===== src/design/cants_pkg.sv =====
// shared constants for the can test-mode, time stamp and sleep controller
package cants_pkg;
	// clock and link timing
	localparam int unsigned CLK_HZ = 10_000_000;
	localparam int unsigned BITRATE_BPS = 500_000;

	// apb map
	localparam int unsigned APB_AW = 8;
	localparam int unsigned APB_DW = 32;
	localparam logic [7:0] OFS_MODE = 8'h00;
	localparam logic [7:0] OFS_STATUS = 8'h04;
	localparam logic [7:0] OFS_TX = 8'h08;
	localparam logic [7:0] OFS_TSTAMP = 8'h0c;
	localparam logic [7:0] OFS_MBID = 8'h10;
	localparam logic [7:0] OFS_MBDATA = 8'h20;

	// operating modes as written to the mode register
	localparam int unsigned MODE_W = 3;
	localparam logic [2:0] MODE_SLEEP = 3'h0;
	localparam logic [2:0] MODE_NORMAL = 3'h1;
	localparam logic [2:0] MODE_INTLB = 3'h2;
	localparam logic [2:0] MODE_EXTLB = 3'h3;
	localparam logic [2:0] MODE_LISTEN = 3'h4;
	localparam logic [2:0] MODE_RESET = MODE_SLEEP;

	// field layout
	localparam int unsigned ID_W = 11;
	localparam int unsigned DATA_W = 8;
	localparam int unsigned TS_W = 16;
	localparam int unsigned FRAME_W = ID_W + DATA_W;
	localparam int unsigned TX_ID_LSB = 8;
	localparam int unsigned MB_EN_BIT = 31;
	localparam int unsigned MBD_TS_LSB = 16;
	localparam int unsigned ST_BUSY = 0;
	localparam int unsigned ST_ACKERR = 1;
	localparam int unsigned ST_FULL = 2;
	localparam int unsigned ST_EMPTY = 3;
	localparam int unsigned ST_NEW_LSB = 4;

	// mailboxes and tx queue
	localparam int unsigned MB_N = 4;
	localparam int unsigned MB_AW = 2;
	localparam int unsigned TXQ_DEPTH = 8;

	// bit positions inside a frame
	localparam int unsigned POS_W = 5;
	localparam logic [4:0] POS_SOF = 5'h00;
	localparam logic [4:0] POS_ID0 = 5'h01;
	localparam logic [4:0] POS_ACK = 5'h14;
	localparam logic [4:0] POS_LAST = 5'h1b;
	localparam logic [4:0] ERR_LAST = 5'h05;

	typedef enum logic [1:0] {ENG_IDLE, ENG_FRAME, ENG_ERROR} cants_eng_t;
endpackage


===== src/design/cants_fifo.sv =====
// transmit queue between the register port and the bit engine
module cants_fifo #(
	parameter int unsigned WIDTH = 19,
	parameter int unsigned DEPTH = 8
) (
	// clock and reset
	input wire logic clk,
	input wire logic rst,
	// fill side
	input wire logic in_valid,
	input wire logic [WIDTH-1:0] in_data,
	output logic in_ready,
	// drain side
	output logic out_valid,
	input wire logic out_ready,
	output logic [WIDTH-1:0] out_data
);
	localparam int unsigned AW = (DEPTH > 1) ? $clog2(DEPTH) : 1;
	localparam int unsigned CW = $clog2(DEPTH + 1);
	localparam logic [CW-1:0] CNT_FULL = CW'(DEPTH);
	localparam logic [AW-1:0] PTR_LAST = AW'(DEPTH - 1);

	logic [WIDTH-1:0] mem_ff [DEPTH];
	logic [AW-1:0] wr_ff, nxt_wr, rd_ff, nxt_rd;
	logic [CW-1:0] cnt_ff, nxt_cnt;
	logic push, pop;

	assign in_ready = (cnt_ff != CNT_FULL);
	assign out_valid = (cnt_ff != '0);
	assign out_data = mem_ff[rd_ff];
	assign push = in_valid & in_ready;
	assign pop = out_valid & out_ready;

	always_comb begin
		nxt_wr = wr_ff;
		nxt_rd = rd_ff;
		nxt_cnt = cnt_ff;
		if (push) begin
			nxt_wr = (wr_ff == PTR_LAST) ? '0 : wr_ff + 1'b1;
		end
		if (pop) begin
			nxt_rd = (rd_ff == PTR_LAST) ? '0 : rd_ff + 1'b1;
		end
		if (push && !pop) begin
			nxt_cnt = cnt_ff + 1'b1;
		end else if (pop && !push) begin
			nxt_cnt = cnt_ff - 1'b1;
		end
	end

	always_ff @(posedge clk or posedge rst) begin
		if (rst) begin
			wr_ff <= '0;
			rd_ff <= '0;
			cnt_ff <= '0;
		end else begin
			wr_ff <= nxt_wr;
			rd_ff <= nxt_rd;
			cnt_ff <= nxt_cnt;
		end
	end

	// storage has no reset: only words between the read and write pointers are ever used
	always_ff @(posedge clk) begin
		if (push) begin
			mem_ff[wr_ff] <= in_data;
		end
	end
endmodule


===== src/design/cants_mbmem.sv =====
// receive mailbox store: one write port, one registered read port
module cants_mbmem #(
	parameter int unsigned AW = 2,
	parameter int unsigned W = 32
) (
	// clock and reset
	input wire logic clk,
	input wire logic rst,
	// write port
	input wire logic we,
	input wire logic [AW-1:0] waddr,
	input wire logic [W-1:0] wdata,
	// read port
	input wire logic re,
	input wire logic [AW-1:0] raddr,
	output logic [W-1:0] rdata
);
	logic [W-1:0] mem_ff [2**AW];
	logic [W-1:0] rdata_ff, nxt_rdata;

	assign rdata = rdata_ff;

	always_comb begin
		nxt_rdata = re ? mem_ff[raddr] : rdata_ff;
	end

	always_ff @(posedge clk or posedge rst) begin
		if (rst) begin
			rdata_ff <= '0;
		end else begin
			rdata_ff <= nxt_rdata;
		end
	end

	always_ff @(posedge clk) begin
		if (we) begin
			mem_ff[waddr] <= wdata;
		end
	end
endmodule


===== src/design/cants_ctrl.sv =====
// can controller core: operating modes, loopback, listen-only, time stamps, sleep
//
// How it works
// - in either loopback a sent frame also enters the own receive path
// - internal loopback keeps the pin recessive and feeds transmit back internally
// - internal loopback drives its own acknowledge slot dominant
// - own frames are stored in matching mailboxes only in loopback modes
// - internal loopback never sees acknowledge errors, so no error frames
// - external loopback drives the frame onto the pin and receives it too
// - external loopback acknowledges its own frame on the bus
// - listen-only never drives acknowledge or error frames, still receives
// - a stored frame captures the time stamp counter in its mailbox
// - reset leaves the controller asleep until software picks another mode
// - sleep drops the module clock enable at once and freezes the bit engine and time stamp counter; the register port and tx queue stay live
// - entering sleep clears or reinitialises no register
module cants_ctrl
	import cants_pkg::*;
#(
	parameter int unsigned BITRATE = cants_pkg::BITRATE_BPS
) (
	// clock and reset
	input wire logic clk,
	input wire logic rst,
	// apb slave
	input wire logic [cants_pkg::APB_AW-1:0] paddr,
	input wire logic psel,
	input wire logic penable,
	input wire logic pwrite,
	input wire logic [cants_pkg::APB_DW-1:0] pwdata,
	output logic [cants_pkg::APB_DW-1:0] prdata,
	output logic pready,
	output logic pslverr,
	// can pins, 0 is dominant
	input wire logic can_rx,
	output logic can_tx,
	// enable for the module clock gate
	output logic module_clk_en
);
	import cants_pkg::*;

	localparam int unsigned BIT_CYC = CLK_HZ / BITRATE;
	localparam int unsigned BCW = $clog2(BIT_CYC + 1);
	localparam logic [BCW-1:0] BIT_LAST = BCW'(BIT_CYC - 1);
	localparam logic [BCW-1:0] SAMPLE_PT = BCW'(BIT_CYC / 2);

	function automatic logic is_loopback(input logic [MODE_W-1:0] m);
		return (m == MODE_INTLB) || (m == MODE_EXTLB);
	endfunction

	function automatic logic in_block(input logic [APB_AW-1:0] a, input logic [7:0] base);
		return a[APB_AW-1:4] == base[APB_AW-1:4];
	endfunction

	// level wanted on the bus during bit pos; 1 is recessive
	function automatic logic bit_drive(input logic [POS_W-1:0] pos, input logic own,
			input logic [FRAME_W-1:0] f, input logic [MODE_W-1:0] m);
		logic [POS_W-1:0] idx;
		idx = pos - POS_ID0;
		if (own && pos == POS_SOF) begin
			return 1'b0;
		end else if (own && pos < POS_ACK) begin
			return f[FRAME_W - 1 - int'(idx)];
		end else if (pos == POS_ACK) begin
			// own frame acked only in loopback; foreign frames never in listen-only
			return own ? !is_loopback(m) : (m == MODE_LISTEN);
		end
		return 1'b1;
	endfunction

	// register state
	logic [MODE_W-1:0] mode_ff, nxt_mode;
	logic [ID_W-1:0] mbid_ff [MB_N], nxt_mbid [MB_N];
	logic [MB_N-1:0] mben_ff, nxt_mben;
	logic rd_pend_ff, nxt_rd_pend;
	logic [APB_DW-1:0] prdata_ff, nxt_prdata;
	logic pready_ff, nxt_pready, pslverr_ff, nxt_pslverr;
	logic clk_en_ff, can_tx_ff;

	// engine state
	cants_eng_t eng_ff, nxt_eng;
	logic [POS_W-1:0] pos_ff, nxt_pos;
	logic [BCW-1:0] bcnt_ff, nxt_bcnt;
	logic own_ff, nxt_own, drive_ff, nxt_drive, ackerr_ff, nxt_ackerr;
	logic [FRAME_W-1:0] shr_ff, nxt_shr, rxsh_ff, nxt_rxsh;
	logic [MB_N-1:0] new_ff, nxt_new;
	logic [TS_W-1:0] ts_ff, nxt_ts;

	// glue
	logic access, clr_ackerr, smp, tx_allowed, hit;
	logic [MB_N-1:0] clr_new;
	logic [MB_AW-1:0] hit_idx, bus_idx;
	logic fifo_push, fifo_in_ready, fifo_out_valid, fifo_pop;
	logic [FRAME_W-1:0] fifo_out_data;
	logic mem_we, mem_re;
	logic [APB_DW-1:0] mem_wdata, mem_rdata, status_word;

	assign prdata = prdata_ff;
	assign pready = pready_ff;
	assign pslverr = pslverr_ff;
	assign can_tx = can_tx_ff;
	assign module_clk_en = clk_en_ff;

	assign access = psel & penable & ~pready_ff;
	assign bus_idx = paddr[MB_AW+1:2];
	// queued frames wait while listen-only or asleep
	assign tx_allowed = (mode_ff != MODE_SLEEP) && (mode_ff != MODE_LISTEN);
	// wired-and with our own drive; internal loopback ignores the pin
	assign smp = (mode_ff == MODE_INTLB) ? drive_ff : (can_rx & drive_ff);
	assign status_word = APB_DW'({new_ff, ~fifo_out_valid, ~fifo_in_ready, ackerr_ff,
		eng_ff != ENG_IDLE});

	cants_fifo #(.WIDTH(FRAME_W), .DEPTH(TXQ_DEPTH)) u_txq (
		.clk(clk),
		.rst(rst),
		.in_valid(fifo_push),
		.in_data({pwdata[TX_ID_LSB+ID_W-1:TX_ID_LSB], pwdata[DATA_W-1:0]}),
		.in_ready(fifo_in_ready),
		.out_valid(fifo_out_valid),
		.out_ready(fifo_pop),
		.out_data(fifo_out_data)
	);

	cants_mbmem #(.AW(MB_AW), .W(APB_DW)) u_mbmem (
		.clk(clk),
		.rst(rst),
		.we(mem_we),
		.waddr(hit_idx),
		.wdata(mem_wdata),
		.re(mem_re),
		.raddr(bus_idx),
		.rdata(mem_rdata)
	);

	// register port; stays live in sleep so software can wake the block
	always_comb begin
		nxt_mode = mode_ff;
		nxt_mbid = mbid_ff;
		nxt_mben = mben_ff;
		nxt_rd_pend = rd_pend_ff;
		nxt_prdata = prdata_ff;
		nxt_pready = 1'b0;
		nxt_pslverr = 1'b0;
		clr_ackerr = 1'b0;
		clr_new = '0;
		fifo_push = 1'b0;
		mem_re = 1'b0;
		if (access) begin
			nxt_pready = 1'b1;
			if (pwrite) begin
				if (paddr == OFS_MODE) begin
					if (pwdata[MODE_W-1:0] <= MODE_LISTEN) begin
						nxt_mode = pwdata[MODE_W-1:0];
					end
				end else if (paddr == OFS_STATUS) begin
					clr_ackerr = pwdata[ST_ACKERR];
				end else if (paddr == OFS_TX) begin
					// full queue stretches the access until a slot frees
					fifo_push = fifo_in_ready;
					nxt_pready = fifo_in_ready;
				end else if (in_block(paddr, OFS_MBID)) begin
					nxt_mbid[bus_idx] = pwdata[ID_W-1:0];
					nxt_mben[bus_idx] = pwdata[MB_EN_BIT];
				end else if (!in_block(paddr, OFS_MBDATA)) begin
					nxt_pslverr = 1'b1;
				end
			end else begin
				nxt_prdata = '0;
				if (paddr == OFS_MODE) begin
					nxt_prdata = APB_DW'(mode_ff);
				end else if (paddr == OFS_STATUS) begin
					nxt_prdata = status_word;
				end else if (paddr == OFS_TSTAMP) begin
					nxt_prdata = APB_DW'(ts_ff);
				end else if (in_block(paddr, OFS_MBID)) begin
					nxt_prdata = APB_DW'({mben_ff[bus_idx], 20'h00000, mbid_ff[bus_idx]});
				end else if (in_block(paddr, OFS_MBDATA)) begin
					// store is registered: one extra wait cycle
					if (!rd_pend_ff) begin
						mem_re = 1'b1;
						nxt_rd_pend = 1'b1;
						nxt_pready = 1'b0;
					end else begin
						nxt_prdata = mem_rdata;
						nxt_rd_pend = 1'b0;
						clr_new[bus_idx] = 1'b1;
					end
				end else begin
					nxt_pslverr = 1'b1;
				end
			end
		end
	end

	// bit engine
	always_comb begin
		nxt_eng = eng_ff;
		nxt_pos = pos_ff;
		nxt_bcnt = bcnt_ff;
		nxt_own = own_ff;
		nxt_shr = shr_ff;
		nxt_rxsh = rxsh_ff;
		nxt_drive = drive_ff;
		nxt_ts = ts_ff;
		// a set in the same cycle overrides these clears
		nxt_ackerr = ackerr_ff & ~clr_ackerr;
		nxt_new = new_ff & ~clr_new;
		fifo_pop = 1'b0;
		mem_we = 1'b0;
		mem_wdata = '0;
		hit = 1'b0;
		hit_idx = '0;
		// sleep freezes every engine register in place except the sticky ack error and new flags, which software can still clear
		if (mode_ff != MODE_SLEEP) begin
			nxt_ts = ts_ff + 1'b1;
			case (eng_ff)
				ENG_IDLE: begin
					nxt_drive = 1'b1;
					if (tx_allowed && fifo_out_valid) begin
						nxt_eng = ENG_FRAME;
						nxt_own = 1'b1;
						nxt_shr = fifo_out_data;
						nxt_pos = POS_SOF;
						nxt_bcnt = '0;
						nxt_drive = 1'b0;
					end else if (!smp) begin
						// start of frame seen: already one cycle into it
						nxt_eng = ENG_FRAME;
						nxt_own = 1'b0;
						nxt_pos = POS_SOF;
						nxt_bcnt = BCW'(1);
					end
				end
				ENG_FRAME: begin
					if (bcnt_ff == BIT_LAST) begin
						nxt_bcnt = '0;
						nxt_pos = pos_ff + 1'b1;
						nxt_drive = bit_drive(pos_ff + 1'b1, own_ff, shr_ff, mode_ff);
					end else begin
						nxt_bcnt = bcnt_ff + 1'b1;
					end
					if (bcnt_ff == SAMPLE_PT) begin
						if (pos_ff >= POS_ID0 && pos_ff < POS_ACK) begin
							// receive path sees own bits too in loopback
							nxt_rxsh = {rxsh_ff[FRAME_W-2:0], smp};
							if (own_ff && smp != drive_ff) begin
								nxt_own = 1'b0;
							end
						end
						if (pos_ff == POS_ACK && own_ff && smp) begin
							// self-ack in internal loopback means this never fires there
							nxt_ackerr = 1'b1;
							nxt_eng = ENG_ERROR;
							nxt_pos = POS_SOF;
							nxt_bcnt = '0;
							nxt_drive = 1'b0;
						end
						if (pos_ff == POS_LAST) begin
							nxt_eng = ENG_IDLE;
							nxt_drive = 1'b1;
							fifo_pop = own_ff;
							if (!own_ff || is_loopback(mode_ff)) begin
								for (int i = 0; i < MB_N; i++) begin
									if (!hit && mben_ff[i] &&
											mbid_ff[i] == rxsh_ff[FRAME_W-1:DATA_W]) begin
										hit = 1'b1;
										hit_idx = MB_AW'(i);
									end
								end
								mem_we = hit;
								mem_wdata = APB_DW'({ts_ff, 8'h00, rxsh_ff[DATA_W-1:0]});
								if (hit) begin
									nxt_new[hit_idx] = 1'b1;
								end
							end
						end
					end
				end
				ENG_ERROR: begin
					// only an own frame without ack gets here, never in listen-only
					nxt_drive = 1'b0;
					if (bcnt_ff == BIT_LAST) begin
						nxt_bcnt = '0;
						nxt_pos = pos_ff + 1'b1;
						if (pos_ff == ERR_LAST) begin
							nxt_eng = ENG_IDLE;
							nxt_drive = 1'b1;
						end
					end else begin
						nxt_bcnt = bcnt_ff + 1'b1;
					end
				end
				default: begin
					nxt_eng = ENG_IDLE;
				end
			endcase
		end
	end

	always_ff @(posedge clk or posedge rst) begin
		if (rst) begin
			mode_ff <= MODE_RESET;
			mben_ff <= '0;
			rd_pend_ff <= 1'b0;
			prdata_ff <= '0;
			pready_ff <= 1'b0;
			pslverr_ff <= 1'b0;
			clk_en_ff <= 1'b0;
			can_tx_ff <= 1'b1;
			for (int i = 0; i < MB_N; i++) begin
				mbid_ff[i] <= '0;
			end
		end else begin
			mode_ff <= nxt_mode;
			mbid_ff <= nxt_mbid;
			mben_ff <= nxt_mben;
			rd_pend_ff <= nxt_rd_pend;
			prdata_ff <= nxt_prdata;
			pready_ff <= nxt_pready;
			pslverr_ff <= nxt_pslverr;
			clk_en_ff <= (nxt_mode != MODE_SLEEP);
			can_tx_ff <= (nxt_mode == MODE_INTLB) ? 1'b1 : nxt_drive;
		end
	end

	always_ff @(posedge clk or posedge rst) begin
		if (rst) begin
			eng_ff <= ENG_IDLE;
			pos_ff <= '0;
			bcnt_ff <= '0;
			own_ff <= 1'b0;
			shr_ff <= '0;
			rxsh_ff <= '0;
			drive_ff <= 1'b1;
			ackerr_ff <= 1'b0;
			new_ff <= '0;
			ts_ff <= '0;
		end else begin
			eng_ff <= nxt_eng;
			pos_ff <= nxt_pos;
			bcnt_ff <= nxt_bcnt;
			own_ff <= nxt_own;
			shr_ff <= nxt_shr;
			rxsh_ff <= nxt_rxsh;
			drive_ff <= nxt_drive;
			ackerr_ff <= nxt_ackerr;
			new_ff <= nxt_new;
			ts_ff <= nxt_ts;
		end
	end
endmodule


===== config.mk =====
export PLATFORM = sky130hd
export DESIGN_NAME = cants_ctrl
export DESIGN_NICKNAME = d
export VERILOG_FILES = /design/src/design/cants_pkg.sv /design/src/design/cants_fifo.sv /design/src/design/cants_mbmem.sv /design/src/design/cants_ctrl.sv
export SDC_FILE = /design/constraint.sdc
export NUM_CORES = 1
export LEC_CHECK = 0
export ABC_AREA = 1
export BUFFER_PORTS_ARGS = -buffer_cell sky130_fd_sc_hd__buf_4
export CAP_MARGIN = 20
export CORE_MARGIN = 2
export CORE_UTILIZATION = 50
export DETAILED_ROUTE_END_ITERATION = 10
export PLACE_DENSITY = 0.69
export SLEW_MARGIN = 10
export SYNTH_ARGS = -nofsm -noshare
export SYNTH_HDL_FRONTEND = slang
export SYNTH_SLANG_ARGS = --single-unit

===== constraint.sdc =====
create_clock -name clk -period 7.25 [get_ports clk]
set_input_delay 0.3625 -clock clk [delete_from_list [all_inputs] [get_ports clk]]
set_output_delay 0.3625 -clock clk [all_outputs]
set_load 0.01 [all_outputs]

**After elaboration in Yosys (flattened, before gate mapping)**

Memory sizes are Yosys's and may differ from the RTL's. A register that Yosys moved wholly into a read port is not among the register bits.
Index checks and enable logic that the tools add are counted.

- Bits in registers: 152
- Bits in writable memories: 280
- Input port bits: 46
- Output and inout port bits: 36
- Logic and storage cells: 334
- Memories: 2

Memories:

| memory | depth | width | rd ports | clocked after memory_dff | write ports | line | source |
|---|---|---|---|---|---|---|---|
| u_txq.mem_ff | 8 | 19 | 1 | 1 | 1 | cants_fifo.sv:23 | `logic [WIDTH-1:0] mem_ff [DEPTH];` |
| u_mbmem.mem_ff | 4 | 32 | 1 | 1 | 1 | cants_mbmem.sv:18 | `logic [W-1:0] mem_ff [2**AW];` |

- Add/sub/neg operators: 9
- Magnitude comparators: 11
- Eq/ne operators: 33
- Mux-type cells: 188
- Bitwise logic cells: 20
- Reduce and logical (&&, ||, !) cells: 47

Operators with widths:

| cell | number |
|---|---|
| 2-to-1 mux 32 bit | 11 |
| 2-to-1 mux 1 bit | 110 |
| 2-to-1 mux 4 bit | 16 |
| 2-to-1 mux 5 bit | 10 |
| bitwise mux 44 bit | 1 |
| equality test 11 bit | 4 |
| 2-to-1 mux 2 bit | 19 |
| 2-to-1 mux 11 bit | 3 |
| less-than comparator 32 x 6 -> 1 bit, second input constant | 1 |
| one-hot mux 5 bit (3 select lines) | 2 |
| binary-select mux 11 bit (select 2 bit) | 1 |
| demux 11 bit (select 2 bit) | 1 |
| equality test 5 bit, second input constant | 4 |
| logical AND 1 bit | 20 |
| 2-to-1 mux 3 bit | 6 |
| AND reduction 6 bit | 3 |
| adder 16 x 1 -> 16 bit, second input constant | 1 |
| equality test 8 x 4 -> 1 bit, second input constant | 2 |
| adder 5 x 1 -> 5 bit, second input constant | 2 |
| less-than comparator 5 bit, second input constant | 2 |
| inequality test 2 bit, second input constant | 5 |
| NOT 1 bit | 10 |
| equality test 3 x 2 -> 1 bit, second input constant | 3 |
| equality test 3 bit, second input constant | 3 |
| 45 further kinds | 68 |

**Logic depth before layout (Yosys ltp)**

- Depth in word-level cells: 46
- Depth in mapped cells: 23

**Cells and area by module**

Synthesis repeated with hierarchy kept, for this count alone.

- Cell total of the unflattened synthesis: 2428
- Area, all modules: 22335.2 um2

Modules (own cells, without submodules):

| module | times used | cells an instance | area an instance (um2) |
|---|---|---|---|
| cants_ctrl | 1 | 1040 | 8524.4 |
| cants_fifo | 1 | 742 | 7158.1 |
| cants_mbmem | 1 | 646 | 6652.6 |

**Least setup slack after synthesis**

No wires, ideal clock.

- Path type: input to register
- Start point: in paddr[7] (netlist name)
- End point: mem u_txq.mem_ff[12][0], in the netlist u_txq.mem_ff[6][0] (enable)
- Arrival time: 2.771 ns
- Data required time: 6.831 ns
- Setup slack: 4.060 ns
- Cell stages on the path: 9
- Cells stage by stage: nor2_1 -> nand2_1 -> nor2_1 -> nand2_2 -> nor2_4 -> inv_2 -> nor4_2 -> nand2_1 -> nor3_1

- Longest elaborated chain between the ends: 9
- Elaborated cells on any way between the ends: 11
- Classes of those cells: eq/ne: 2; mux: 7; bitwise: 1; reduce/logical: 1

RTL lines:

| element | line | source |
|---|---|---|
| start, declared | cants_ctrl.sv:25 | `input wire logic [cants_pkg::APB_AW-1:0] paddr,` |
| equality test 8 x 4 -> 1 bit | cants_ctrl.sv:156 | `end else if (paddr == OFS_TX) begin` |
| 2-to-1 mux 1 bit | cants_ctrl.sv:156 |  |
| 2-to-1 mux 1 bit | cants_ctrl.sv:154 | `end else if (paddr == OFS_STATUS) begin` |
| 2-to-1 mux 1 bit (*) | cants_ctrl.sv:150 | `if (paddr == OFS_MODE) begin` |
| 2-to-1 mux 1 bit (*) | cants_ctrl.sv:149 | `if (pwrite) begin` |
| 2-to-1 mux 1 bit (*) | cants_ctrl.sv:147 | `if (access) begin` |
| AND 1 bit (*) | cants_fifo.sv:31 | `assign push = in_valid & in_ready;` |
| net u_txq.push | cants_fifo.sv:26 | `logic push, pop;` |
| 2-to-1 mux 1 bit (*) | cants_fifo.sv:65 | `if (push) begin` |
| 2-to-1 mux 1 bit (implied by the code) (*) | cants_fifo.sv:66 | `mem_ff[wr_ff] <= in_data;` |
| end, declared | cants_fifo.sv:23 |  |

The timed path passes the listed nets; every way through them passes the cells marked *.

**Final worst setup path**

- Start point: reg pos_ff[0]
- End point: reg u_txq.cnt_ff[3]

- Longest elaborated chain between the ends: 9
- Elaborated cells on any way between the ends: 11
- Classes of those cells: eq/ne: 1; mux: 5; bitwise: 1; reduce/logical: 4

RTL lines:

| element | line | source |
|---|---|---|
| start, declared | cants_ctrl.sv:81 | `logic [POS_W-1:0] pos_ff, nxt_pos;` |
| start signal, assigned | cants_ctrl.sv:339 | `pos_ff <= nxt_pos;` |
| equality test 5 bit (*) | cants_ctrl.sv:257 | `if (pos_ff == POS_LAST) begin` |
| 2-to-1 mux 1 bit (*) | cants_ctrl.sv:257 |  |
| 2-to-1 mux 1 bit (*) | cants_ctrl.sv:241 | `if (bcnt_ff == SAMPLE_PT) begin` |
| 2-to-1 mux 1 bit (*) | cants_ctrl.sv:215 | `case (eng_ff)` |
| 2-to-1 mux 1 bit (*) | cants_ctrl.sv:213 | `if (mode_ff != MODE_SLEEP) begin` |
| AND 1 bit (*) | cants_fifo.sv:32 | `assign pop = out_valid & out_ready;` |
| zero test 1 bit | cants_fifo.sv:44 | `if (push && !pop) begin` |
| logical AND 1 bit | cants_fifo.sv:44 |  |
| 2-to-1 mux 4 bit or nonzero test 2 bit (tied branches) | - |  |
| end signal, assigned | cants_fifo.sv:59 | `cnt_ff <= nxt_cnt;` |
| end, declared | cants_fifo.sv:25 | `logic [CW-1:0] cnt_ff, nxt_cnt;` |

Mark *: on every way between the ends. The rest lies on a longest branch, timed or not.
A chain may end at the register's enable or synchronous reset.

==> metrics.md <==
| Metric | Value |
|---|---|
| Status | finished, violations left |
| Failing checks | hold timing |
| Antenna cell count | 0 |
| Post-layout minimum cycle time | 3.52 ns |
| CTS tree | built |
| PD cells | 268 nW/um^2 |
| IO Port Bufs | 69 |
| Share of cells above drive strength 1 | 0.123 |
| Io pins | 82 |
| Row cnt | 71 |
| Initial DRC count | 1163 |
| Busiest grt layer | met2 |
| Delay-heaviest family, CP | simple AND/OR/NAND/NOR gates |
| RSZ-0062 raised after global routing | no |
| Kind of critical path | reg -> reg |
| Setup-failing EPs final | 0 |
| Vias in the first global route | 13.0k |
| Synth top area share | 0.394 |
| RD Place Congestion | 0.918 |
| Min Hold Slack | -0.0365 ns |
| R2r startpoint | pos_ff[0]$_DFFE_PP0P_ |
| Syn nets | 1776 |
| Warnings, synthesis | 0 |
| Worst Setup End Kind | register |
| Unique cell type count in the Yosys netlist | 52 |
| Num CTS Buffers | 46 |
| Area grow syn2layout | 14.0% |
| Psw | 1.45 mW |
| CP bufs+invs | 2 |
| GRT overflow | 0 |
| Ys flop type | edfxtp_1 |
| Avg Cell Area, Syn | 11.0 sq um |
| Crit path cell chain | ha_1 > inv_1 > nor4_1 > nand2_1 > nor2_1 > nand2_1 > ha_1 > inv_1 > ha_1 > a21o_1 > a21oi_1 > nand2_1 > nand2_1 > nor2_1 > xor2_1 |
| Flop pwr share | 0.496 |
| Total GRT Usage | 0.241 |
| Fillers | 3123 |
| Maximum fanout along the worst path | 20 |
| Initial Util | 0.504 |
| Sw Share | 0.250 |
| Clk pin slew, worst setup/hold paths | 0.06 ns |
| Slew margin rel. | 0.285 |
| Peak supply drop | 0.194 mV |
| Asr flop ratio synth | 0.440 |
| Core area | 37500 sq um |
| Leakage power | 8.23 nW |
| Final wirelength | 46.7 mm |
| Root Buffer | clkbuf_16 |
| Max Transition Viols Final | 0 |
| Most frequent cell after synthesis | nand2_1 |
| Clk network pwr share | 0.407 |
| Setup Fix Bufs, Post-CTS | 0 |
| First-pass GRT wire length | 72.4 mm |
| DP HPWL | 29.3 mm |
| Worst Setup Start Kind | register |
| Crit-path max cell delay | 0.76 ns |
| Die Ht | 198 microns |
| Critical Path RT | 7.71 ns |
| Clock sinks | 443 |
| Die Area | 39400 sq um |
| Met2 usage | 0.386 |
| Placed cells | 2234 |
| Number of max-cap violations | 0 |
| Combinational power share | 0.097 |
| Worst Skew | 0.0262 ns |
| Met3 Usage GRT | 0.0536 |
| Setup_tns | 0 ns |
| Worst reg2reg path depth | 15 |
| Via count | 13.4k |
| Arrival time worst endpoint | 3.98 ns |
| Fin. Hold Viols | 39 |
| Cell Area, Synth | 18900 sq um |
| Sequential share of the synthesized area | 0.652 |
| Max Fclk | 0.284 GHz |
| Synth Register Bits | 443 |
| Crit-path slowest cell | dfrtp_1 |
| Die Width | 198 microns |
| R2R Path End | u_txq.cnt_ff[3]$_DFFE_PP0P_ |
| Routed vias/inst | 5.74 |
| H-tree levels | 2 |
| Hold Crit Class | in -> async |
| Total iterations of the first detailed-routing run | 5 |
| Yosys top cell by area | edfxtp_1 |
| Initial antenna violation count | 0 |
| Mean routed wirelength per cell | 20.1 microns |
| Largest net degree at the start of global routing | 119 |
| GRT met1 Usage | 0.334 |
| PostCTS Resize Cnt | 0 |
| DRC Markers | 0 |
| Mapped Cells | 1711 |
| Nets@finish | 1843 |
| Most common library cells after synthesis | 270 x nand2_1, 248 x edfxtp_1, 193 x dfrtp_1 |
| R2R Setup Slk | 3.73 ns |
| Final cell count without fillers | 2327 |
| Top cells by area, synth | edfxtp_1 39%, dfrtp_1 26%, nand2_1 5.4% |
| Post-route ant nets | 0 |
| Worst-skew pair later-pin latency | 0.59 ns |
| Cell-internal power | 4.33 mW |
| Most used cell, CP | nand2_1 |
| CTS Buffer Depth | 3 |
| Final period utilization | 0.486 |
| Worst Tran Pin Value | 1.07 ns |
| Number of synthesized flops with an enable pin | 248 |
## final cells by class
cell class / instances / area, sq um / area share
Inverter: 140 / 533 / 0.0247
Timing Repair Buffer: 99 / 771 / 0.0358
Clock buffer: 66 / 1300 / 0.0602
Sequential cell: 443 / 12300 / 0.572
Clock inverter: 20 / 219 / 0.0102
Tap cell: 511 / 639 / 0.0297
Multi-Input combinational cell: 1048 / 5750 / 0.267
## routing by layer
layer / vias up / wire length, microns
met2: 457 / 21900
met4: 0 / 1060
met5: - / 0
met3: 89 / 3270
li1: 6214 / -
met1: 6601 / 20500
## cell usage in the layout (no fill, tap or decap), drive strengths merged, types with 15 or more instances in the layout
master  netlist  layout
a221oi       27      27
xor2         32      32
edfxtp      248     248
o221ai       18      18
nor2        161     161
nand3        50      50
clkinv        3      15
mux2i        26      26
a22o         25      25
ha           18      18
a21oi        37      37
dfrtp       193     193
o22ai        31      31
o21ai       246     246
nand2       271     271
inv         137     139
buf          25      93
clkbuf       55      66
nor3         22      22
## flip-flops by register name, summed over array words and instances (netlist names), 2 cells and up
register / flops
mbid_ff: 44
u_txq.mem_ff: 152
rxsh_ff: 19
mode_ff: 3
u_txq.cnt_ff: 4
pos_ff: 5
u_mbmem.rdata: 24
ts_ff: 16
u_txq.rd_ff: 3
bcnt_ff: 5
prdata: 32
new_ff: 4
mben_ff: 4
u_txq.wr_ff: 3
u_mbmem.mem_ff: 96
eng_ff: 2
shr_ff: 19
## power by group through the flow
stage | clock network (mW) | registers (mW) | logic [mW]
2_1_floorplan | 0 | 2.88 | 0.380
3_3_place_gp | 0 | 2.91 | 0.536
3_5_place_dp | 0 | 2.91 | 0.546
4_1_cts | 2.39 | 2.86 | 0.553
5_1_grt | 2.49 | 2.87 | 0.633
6_report | 2.35 | 2.87 | 0.558
## kinds of logic (layout without fill, tap and decap cells)
| kind of cell | after synthesis | count (layout) | share of synthesized area |
|---|---|---|---|
| mux | 26 | 26 | 0.0138 |
| fa+ha+maj | 19 | 19 | 0.0130 |
| flops | 443 | 443 | 0.652 |
| xor+xnor | 37 | 37 | 0.0171 |
| compound gates | 431 | 431 | 0.138 |
| simple gates | 535 | 535 | 0.121 |
| buf+inv | 220 | 325 | 0.0454 |
## worst reg2reg max path: stages, from the launching register on
cell	delay [ns]
dfrtp_1	0.76
ha_1	0.37
inv_1	0.07
nor4_1	0.37
nand2_1	0.14
nor2_1	0.15
nand2_1	0.19
ha_1	0.29
inv_1	0.13
ha_1	0.25
a21o_1	0.18
a21oi_1	0.18
nand2_1	0.08
nand2_1	0.06
nor2_1	0.05
xor2_1	0.14
## worst max-delay path by stage
stage / slack (ns) / cells past startpoint / endpoint / start
finish: 3.73 / 15 / u_txq.cnt_ff[3]$_DFFE_PP0P_ / pos_ff[0]$_DFFE_PP0P_
global route: 3.44 / 14 / u_txq.cnt_ff[3]$_DFFE_PP0P_ / pos_ff[0]$_DFFE_PP0P_
CTS: 3.78 / 11 / u_mbmem.mem_ff[2][19]$_DFFE_PP_ / pos_ff[0]$_DFFE_PP0P_
detailed placement: 3.52 / 11 / u_txq.mem_ff[0][4]$_DFFE_PP_ / paddr[3]
global placement: 3.62 / 11 / u_txq.mem_ff[1][3]$_DFFE_PP_ / paddr[3]
floorplan: 1.58 / 1 / ackerr_ff$_DFF_PP0_ / rst
## timing repair
item                                   4_1_cts  5_1_grt
hold buffers                                 6        0
endpoints found under the hold margin       43        0
setup endpoints to repair                    0        0
## stage by stage
stage / setup WS [ns] / total power, mW / utilization / instance area (sq um) / hold slack, ns
final: 3.73 / 5.78 / 0.575 / 21500 / -0.0365
after global routing: 3.44 / 5.99 / 0.575 / 21500 / 0.0155
after CTS: 3.78 / 5.80 / 0.574 / 21500 / 0.00333
after detailed placement: 3.52 / 3.46 / 0.532 / 19900 / 0.472
after global placement: 3.62 / 3.44 / 0.532 / 19900 / 0.467
after floorplan: 1.58 / 3.26 / - / 18900 / 0.448
Power figures use the tool's default switching activity.
